==> src/verilog/anps_pkg.sv <==
// Package for the auto-negotiation partner page status registers.
// Assumes a management-register front end that presents register address and read strobe.
package anps_pkg;
   localparam logic [4:0] ANPS_ADDR_PARTNER = 5'h05;
   localparam logic [4:0] ANPS_ADDR_EXPANSION = 5'h06;
   localparam int ANPS_BIT_FURTHER = 15;
   localparam int ANPS_BIT_ACK = 14;
   localparam int ANPS_BIT_MSG = 13;
   localparam int ANPS_BIT_COMPLY = 12;
   localparam int ANPS_BIT_TOGGLE = 11;
   localparam int ANPS_BIT_PDF = 4;
   localparam int ANPS_BIT_LPNP = 3;
   localparam int ANPS_BIT_LOCNP = 2;
   localparam int ANPS_BIT_PAGE = 1;
   localparam int ANPS_BIT_LPAN = 0;
   localparam logic [15:0] ANPS_PARTNER_RESET = 16'h0000;
   localparam logic [15:0] ANPS_DATA_ZERO = 16'h0000;
   typedef struct packed {
      logic [15:0] partner_word;
      logic parallel_detect_fault;
      logic partner_next_page_capable;
      logic page_received;
      logic partner_autoneg_capable;
      logic [15:0] rdata;
   } anps_state_t;
endpackage

==> src/verilog/anps_status.sv <==
// Partner next-page word and expansion status registers, read over management access.
// Assumes the auto-negotiation logic and register front end share CLK.
`timescale 1ns/1ps
`default_nettype none
module anps_status
   import anps_pkg::*;
(
   // Clock and reset
   input wire logic CLK,
   input wire logic NRST,
   // Auto-negotiation side
   input wire logic PAGE_VALID,
   input wire logic [15:0] PAGE_WORD,
   input wire logic PARALLEL_DETECT_FAULT,
   input wire logic PARTNER_NEXT_PAGE_CAPABLE,
   input wire logic PARTNER_AUTONEG_CAPABLE,
   // Management register access
   input wire logic RD_EN,
   input wire logic [4:0] RD_ADDR,
   output logic [15:0] RD_DATA
);
   import anps_pkg::*;

   // Register image: partner word, status flags and the registered read data
   anps_state_t st;
   anps_state_t next_st;

   // Decoded read requests for the two mapped registers
   logic read_partner;
   logic read_expansion;

   // Named views of the incoming partner page
   logic page_further;
   logic page_ack;
   logic page_message;
   logic page_comply;
   logic page_toggle;
   logic [10:0] page_code;

   // Assembled partner word as it will be stored
   logic [15:0] page_assembled;

   // Read data that the next edge will present
   logic [15:0] read_value;

   // True when a read strobe addresses the given register
   function automatic logic reads_reg(
      input logic en,
      input logic [4:0] addr,
      input logic [4:0] target
   );
      logic hit;
      hit = en && (addr == target);
      return hit;
   endfunction

   // Rebuild the partner word from its fields; the arbitration logic
   // already hands them over in link code word order
   function automatic logic [15:0] partner_word_of(
      input logic further,
      input logic ack,
      input logic message,
      input logic comply,
      input logic toggle,
      input logic [10:0] code
   );
      logic [15:0] w;
      w = ANPS_PARTNER_RESET;
      w[ANPS_BIT_FURTHER] = further;
      w[ANPS_BIT_ACK] = ack;
      w[ANPS_BIT_MSG] = message;
      w[ANPS_BIT_COMPLY] = comply;
      w[ANPS_BIT_TOGGLE] = toggle;
      w[ANPS_BIT_TOGGLE-1:0] = code;
      return w;
   endfunction

   // Expansion register image; reserved bits are forced low here so
   // no future field can leak into them by accident
   function automatic logic [15:0] expansion_word(input anps_state_t s);
      logic [15:0] w;
      w = ANPS_DATA_ZERO;
      w[ANPS_BIT_PDF] = s.parallel_detect_fault;
      w[ANPS_BIT_LPNP] = s.partner_next_page_capable;
      w[ANPS_BIT_LOCNP] = 1'b1;
      w[ANPS_BIT_PAGE] = s.page_received;
      w[ANPS_BIT_LPAN] = s.partner_autoneg_capable;
      return w;
   endfunction

   // Read multiplexer; unmapped addresses and idle cycles give zero
   function automatic logic [15:0] read_data_of(
      input anps_state_t s,
      input logic part,
      input logic expn
   );
      logic [15:0] d;
      d = ANPS_DATA_ZERO;
      if (part)
      begin
         d = s.partner_word;
      end
      else if (expn)
      begin
         d = expansion_word(s);
      end
      return d;
   endfunction

   // Address decode, shared by the read path and the read-clear of the page flag
   assign read_partner = reads_reg(RD_EN, RD_ADDR, ANPS_ADDR_PARTNER);
   assign read_expansion = reads_reg(RD_EN, RD_ADDR, ANPS_ADDR_EXPANSION);

   // Field split of the incoming page
   assign page_further = PAGE_WORD[ANPS_BIT_FURTHER];
   assign page_ack = PAGE_WORD[ANPS_BIT_ACK];
   assign page_message = PAGE_WORD[ANPS_BIT_MSG];
   assign page_comply = PAGE_WORD[ANPS_BIT_COMPLY];
   assign page_toggle = PAGE_WORD[ANPS_BIT_TOGGLE];
   assign page_code = PAGE_WORD[ANPS_BIT_TOGGLE-1:0];

   assign page_assembled = partner_word_of(
      page_further,
      page_ack,
      page_message,
      page_comply,
      page_toggle,
      page_code
   );

   // The read sees the register image of this cycle, so the page flag
   // returned is the value from before the clear
   assign read_value = read_data_of(st, read_partner, read_expansion);

   always_comb
   begin
      next_st = st;

      // Fault is sticky: only reset removes it
      next_st.parallel_detect_fault = st.parallel_detect_fault | PARALLEL_DETECT_FAULT;

      // Capability levels follow the arbitration logic with one cycle lag
      next_st.partner_next_page_capable = PARTNER_NEXT_PAGE_CAPABLE;
      next_st.partner_autoneg_capable = PARTNER_AUTONEG_CAPABLE;

      // Partner word is loaded only on a new page and held otherwise
      if (PAGE_VALID)
      begin
         next_st.partner_word = page_assembled;
      end

      // Registered read data keeps the output straight from a flip-flop
      next_st.rdata = read_value;

      // Read of the expansion register clears the page flag
      if (read_expansion)
      begin
         next_st.page_received = 1'b0;
      end

      // A page arriving in the reading cycle must not be lost, so set wins
      if (PAGE_VALID)
      begin
         next_st.page_received = 1'b1;
      end
   end

   always_ff @(posedge CLK or negedge NRST)
   begin
      if (!NRST)
      begin
         st <= '{ANPS_PARTNER_RESET, 1'b0, 1'b0, 1'b0, 1'b0, ANPS_DATA_ZERO};
      end
      else
      begin
         st <= next_st;
      end
   end

   // Output taken from the state register only
   assign RD_DATA = st.rdata;
endmodule
`default_nettype wire

==> config.mk <==
export PLATFORM = sky130hd
export DESIGN_NAME = anps_status
export DESIGN_NICKNAME = d
export VERILOG_FILES = /design/src/verilog/anps_pkg.sv /design/src/verilog/anps_status.sv
export SDC_FILE = /design/constraint.sdc
export NUM_CORES = 1
export LEC_CHECK = 0
export BUFFER_PORTS_ARGS = -buffer_cell sky130_fd_sc_hd__buf_2
export CAP_MARGIN = 20
export CORE_MARGIN = 3
export CORE_UTILIZATION = 50
export CTS_CLUSTER_DIAMETER = 80
export DETAILED_ROUTE_END_ITERATION = 10
export HOLD_SLACK_MARGIN = 0.05
export PLACE_DENSITY = 0.75
export SETUP_SLACK_MARGIN = 0.02
export SYNTH_ARGS = -nofsm -noshare
export SYNTH_HDL_FRONTEND = slang
export SYNTH_SLANG_ARGS = --single-unit
==> constraint.sdc <==
create_clock -name CLK -period 1 [get_ports CLK]
set_input_delay 0.15 -clock CLK [delete_from_list [all_inputs] [get_ports CLK]]
set_output_delay 0.15 -clock CLK [all_outputs]
set_load 0.02 [all_outputs]
**Yosys cells after proc, flatten, opt, wreduce, memory -nomap -nowiden**

Cells that the tools add are included.

- Register bits: 36
- Bits of input ports: 28
- Output and inout port bits: 16
- Logic and storage cells: 16

- Equality and inequality tests: 2
- Muxes and demuxes: 4
- Bitwise logic cells: 1
- Reductions and logical operators: 3

Operator list:

| cell | count |
|---|---|
| 16-bit two-way mux | 1 |
| 5-bit by 3-bit == test with 1-bit output, second input constant | 2 |
| 5-bit two-way mux | 1 |
| 1-bit logical AND | 2 |
| 1-bit two-way mux | 2 |
| 2-bit nonzero test | 1 |
| 1-bit OR | 1 |

**Depth between registers and ports, before layout**

Gate-level depths: netlist of run 1.

- Depth in word-level cells: 4
- Gate-level depth with buffers: 4
- Depth with buffers taken out: 2

**Least setup slack after synthesis of run 1**

OpenSTA, ideal clock, no wires.

- Path kind: input port to flip-flop
- From: in RD_ADDR[4]
- To: reg st[17] in the netlist's numbering
- Setup time: 124 ps
- Arrival: 734 ps
- Required time: 876 ps
- Setup slack: 142 ps
- Cell stages on the path: 3
- Path buffers: 1
- Cell sequence: nand4bb_1 > buf_6 > o31a_1

- Longest elaborated chain between the ends: 3

Ends and longest elaborated chain:

| item | line | text |
|---|---|---|
| from (decl) | anps_status.sv:19 | `input wire logic [4:0] RD_ADDR,` |
| 5-bit by 3-bit == test with 1-bit output | anps_status.sv:53 | `hit = en && (addr == target);` |
| 1-bit logical AND | anps_status.sv:53 |  |
| 2-bit nonzero test (no line) | - |  |
| to (signal assigned) | anps_status.sv:172 | `st <= '{ANPS_PARTNER_RESET, 1'b0, 1'b0, 1'b0, 1'b0, ANPS_DATA_ZERO};` |
| to (signal assigned) | anps_status.sv:176 | `st <= next_st;` |
| to (decl) | anps_status.sv:25 | `anps_state_t st;` |

Every way passes these cells.
A chain may end at the register's enable or synchronous reset.

**Worst setup path after layout of run 1**

- From: reg st (netlist bit RD_DATA[6])
- To: out RD_DATA[6]

RTL lines:

| item | line | text |
|---|---|---|
| to (decl) | anps_status.sv:20 | `output logic [15:0] RD_DATA` |

No word-level cell between the ends.

==> results of run 1 <==
cell type report:
class	count	area share, %
timing repair buffer	70	29.07
tap	31	1.942
multi-input combinational	58	18.86
clock buffer	8	2.945
inverter	11	2.068
sequential	36	45.11
metrics by stage:
stage / utilization [%] / cells
2_1_floorplan: - / 129
3_3_place_gp: 58.39 / 186
3_5_place_dp: 58.39 / 186
4_1_cts: 71.19 / 214
5_1_grt: 71.19 / 214
6_report: 71.19 / 214
tightest hold or removal path, delay by kind of cell:
kind,cells,cell delay [ps]
compound gates,1,60
buf+inv,1,130
simple gates,1,80
cell usage in the layout (no fill, tap or decap), drive strengths merged, types with 8 or more instances in the layout:
cell / count
dlygate4sd3: 20
clkbuf: 8
nand3b: 9
dfrtp: 36
o21ai: 11
buf: 50
inv: 11
nand2: 11
nor3: 11
logic make-up (layout without fill, tap and decap cells):
kind of cell	count (synthesis)	count (layout)
simple gates	36	36
compound gates	17	17
flops	36	36
mux	5	5
buf+inv	35	89
layer usage:
layer  GRT usage [%]  part of all wire [%]  up-vias
met5               0                     0        -
met4           7.430                   1.4        0
met3           5.106                   6.0        4
met2           29.16                    51       34
met1           20.44                    41      497
li1                -                     -      506
sequential cells by signal (all words and copies together), names as in the netlist:
signal	flops
RD_DATA	16
st	20
cell usage after synthesis (all sizes together):
cell type  instances  area share [%]
o31a               1            0.58
nand3b             9             4.5
buf               22              11
mux2               5             3.8
a21oi              5             1.7
nand4bb            1            0.75
dfrtp             36              60
inv               11             2.8
nand2             11             2.8
clkbuf             2            0.50
nor3              11             5.8
o21ai             11             3.7
or2                2            0.84
nand2b             2            0.84
report_power, final:
group          switching (mW)  internal, mW  total (mW)
clock                   0.438         0.347       0.785
combinational           0.151         0.169       0.320
sequential             0.0244          1.52        1.55
worst paths after layout:
kind	from	endpoint	slack (ps)
hold / removal	RD_ADDR[1]	RD_DATA[1]	120
min in group asynchronous	NRST	st[30]	300
max in group asynchronous	NRST	st[19]	530
setup / recovery	RD_DATA[6]	RD_DATA[6]	-10
hold reg to reg	st[19]	st[19]	480
setup reg to reg	st[17]	st[17]	110
repair_timing:
item,4_1_cts,5_1_grt
hold endpoints to repair,55,0
endpoints found under the setup margin,16,16
hold buffers,20,0
gates resized for setup,32,0
==> reports/qor.yml, run 1 <==
grt_max_degree: 37
final.setup.worst_slack_ps: -13.27
hold_path_class: "input pin to flip-flop"
endpoint_kind: "output pin"
violations: "negative setup slack"
cts_root_buffer: "clkbuf_4"
cp_cell_sequence: "buf_6"
rr_worst_depth: 2
slew_viol_final: 0
worstPathArrival_ps: 860
vias: 1041
first_pass_iters: 5
syn_nets: 157
place.gp.congestion: 0.7308
critPathLaunchType: "flip-flop"
ant_nets: 0
synthSimpleGateAreaFrac_pct: 15.46
outcome: "complete, but fails checks"
seqCellArea_um2: 900.9
numCtsBuffers: 5
maxSlewHeadroom_pct: 63.43
crit_type: "flip-flop to output pin"
post_cts_buffers: 0
setup_viol: 3
n_antenna_cell: 0
drive_above_1_share_pct: 37.16
cap_violations: 0
cp_slowest_cell: "dfrtp_1"
synthAdderAreaFrac_pct: 0
peakVddDrop_mv: 0.9532
routed_via_density: 4.864
numPortBuffers: 43
synth_compound_area_share_pct: 5.931
area_growth_pct: 33.33
tightest_slew_ps: 548.6
final_nets: 210
synth-seq-cells: 36
clkTransAtPathRegs_ps: 100
dpl.hpwl_um: 1800
start_util_pct: 53.39
synth_xor_area_share_pct: 0
clk_path_buf_depth: 2
worstPathRequired_ps: 850
drtIter0Drc: 32
drc: 0
power_mw: 2.653
syn_inst: 129
cp_num_cells: 1
htree_levels: 2
syn_avg_cell_area_um2: 11.61
cts_num_sinks: 36
slowest_delay_ps: 400
track_usage_pct: 17.26
p_leak_nw: 0.9618
cpLargestDelayFamily: "flip-flops"
rows: 19
setup_tns_ps: -31.87
fmax_mhz: 986.9
fillers: 189
period_minus_slack_ps: 1013
clock_skew_ps: 4.902
final_area_um2: 1997
p_per_area_nw_per_um2: 1329
whs_ps: 116.9
synth.distinct_cells: 19
num_io_pins: 44
dpl_cell_area_um2: 1638
die_y_um: 60.73
rsz0062_at_grt: "true"
hold_viol: 0
dieArea_um2: 3688
crit_path_max_fanout: 1
wirelength_um: 2728
clkLatencyLatePin_ps: 330
cts_tree: "built"
period_share_pct: 101.3
wl_per_cell_um: 12.75
grt_pass1_wl_um: 4588
yosys_warnings: 0
synth-seq-area-share_pct: 60.15
hold_depth: 3
synth_area_um2: 1498
grt_pass1_vias: 1058
muxShareOfSynthArea_pct: 3.759
antenna_found_initial: 0
multi_input_area_um2: 376.6
core_um2: 2805
dieWidth_um: 60.73
overflow: 0
crit_buf_inv: 1
pre_cts_ws_ps: -64.44
synth_top_family_by_area: "simple AND/OR/NAND/NOR gates"
(Power assumes the default switching activity.)
==> run 2: changes to the inputs <==
--- a/config.mk
+++ b/config.mk
@@ -6,13 +6,13 @@
 export NUM_CORES = 1
 export LEC_CHECK = 0
 export BUFFER_PORTS_ARGS = -buffer_cell sky130_fd_sc_hd__buf_2
-export CAP_MARGIN = 20
+export CAP_MARGIN = 0
 export CORE_MARGIN = 3
 export CORE_UTILIZATION = 50
 export CTS_CLUSTER_DIAMETER = 80
 export DETAILED_ROUTE_END_ITERATION = 10
 export HOLD_SLACK_MARGIN = 0.05
-export PLACE_DENSITY = 0.75
+export PLACE_DENSITY = 0.78
 export SETUP_SLACK_MARGIN = 0.02
 export SYNTH_ARGS = -nofsm -noshare
 export SYNTH_HDL_FRONTEND = slang
==> reports/qor.yml, run 2 (synthesis results as in run 1) <==
outcome: "complete, but fails checks"
violations: "negative setup slack"
tightest_slew_ps: 245.1
dieArea_um2: 3688
hold_depth: 3
critPathLaunchType: "flip-flop"
min_from: "RD_ADDR[1]"
final_nets: 208
reg2reg_setup_slack_ps: 100
num_io_pins: 44
hold_viol: 0
core_um2: 2805
drtIter0Drc: 18
crit_path_max_fanout: 1
clk_path_buf_depth: 2
slowest_delay_ps: 400
dieWidth_um: 60.73
overflow: 0
crit_type: "flip-flop to output pin"
ant_nets: 0
regToRegStartpoint: "st[17]"
slew_viol_final: 0
worstPathRequired_ps: 850
setup_viol: 8
cp_slowest_cell: "dfrtp_1"
final.setup.worst_slack_ps: -22.93
clock_skew_ps: 7.315
track_usage_pct: 18.21
cpLargestDelayFamily: "flip-flops"
clkTransAtPathRegs_ps: 100
cts_tree: "built"
cts_num_sinks: 36
die_y_um: 60.73
maxSlewHeadroom_pct: 83.49
drc: 0
wl_per_cell_um: 13.10
post_cts_buffers: 0
numPortBuffers: 43
period_share_pct: 102.3
first_pass_iters: 4
peakVddDrop_mv: 0.9779
n_antenna_cell: 0
p_per_area_nw_per_um2: 1340
rsz0062_at_grt: "true"
htree_levels: 2
grt_pass1_vias: 1048
routed_via_density: 4.849
clkLatencyLatePin_ps: 330
drive_above_1_share_pct: 36.46
final_cell_mix: "36 x dfrtp_1, 27 x buf_2, 20 x dlygate4sd3_1"
area_growth_pct: 32.33
grt_pass1_wl_um: 4747
period_minus_slack_ps: 1023
cts_root_buffer: "clkbuf_4"
worstPathArrival_ps: 870
rows: 19
wirelength_um: 2777
antenna_found_initial: 0
fin_util_pct: 70.65
worstHoldEndpoint: "RD_DATA[4]"
endpoint_kind: "output pin"
reg2reg_to: "st[17]"
start_util_pct: 53.39
cap_violations: 0
crit_buf_inv: 1
top_register: "st"
power_mw: 2.655
p_leak_nw: 0.9524
final_common_cell: "dfrtp_1"
dpl.hpwl_um: 1849
grt_max_degree: 37
place.gp.congestion: 0.7829
vias: 1028
largest_register_ffs: 20
rr_worst_depth: 2
cp_cell_sequence: "buf_6"
hold_path_class: "input pin to flip-flop"
fmax_mhz: 977.6
whs_ps: 156.6
numCtsBuffers: 5
[run 2: changes by cell type in the layout (fill, tap and decap cells not counted), sizes merged]
cell  previous run  this run
buf             50        48
[run 2: metal layers]
layer	track usage [%]	wire, um
met1	21.94	1095
met5	0	0
met2	30.84	1482
met3	5.745	153
met4	6.502	46
[run 2: repair_timing]
item	4_1_cts	5_1_grt
gates resized for setup	32	0
hold buffers	20	0
endpoints found under the setup margin	16	16
endpoints found under the hold margin	55	0
[run 2: report_power, final]
part / switching [mW] / internal, mW / total (mW)
clock: 0.441 / 0.347 / 0.788
sequential: 0.0255 / 1.52 / 1.55
combinational: 0.153 / 0.166 / 0.318
[run 2: how the worst max path moves through the flow]
| stage | startpoint | to | slack [ps] | cells after the start |
|---|---|---|---|---|
| 5_1_grt | RD_DATA[9] | RD_DATA[9] | -60 | 1 |
| 6_report | RD_DATA[9] | RD_DATA[9] | -20 | 1 |
| 4_1_cts | RD_DATA[5] | RD_DATA[5] | -40 | 1 |
| 3_5_place_dp | RD_ADDR[4] | RD_DATA[7] | -20 | 4 |
| 3_3_place_gp | RD_ADDR[4] | RD_DATA[14] | 70 | 4 |
| 2_1_floorplan | RD_ADDR[4] | st[17] | 140 | 3 |
[run 2: final cells by class]
cell class                      count  area [um^2]
Sequential cell                    36        900.9
Fill cell                         204        823.3
Timing Repair Buffer               68        565.5
Multi-Input combinational cell     58        376.6
Clock buffer                        8        58.81
Inverter                           11        41.29
Tap cell                           31        38.79
[run 2: stage by stage]
stage	setup TNS (ps)	area [um^2]	setup WS (ps)	cells
5_1_grt	-679.0	1982	-63.27	212
4_1_cts	-289.8	1982	-41.92	212
6_report	-72.69	1982	-22.93	212
2_1_floorplan	0	1498	142.1	129
3_5_place_dp	-25.75	1623	-21.47	184
3_3_place_gp	0	1623	66.90	184
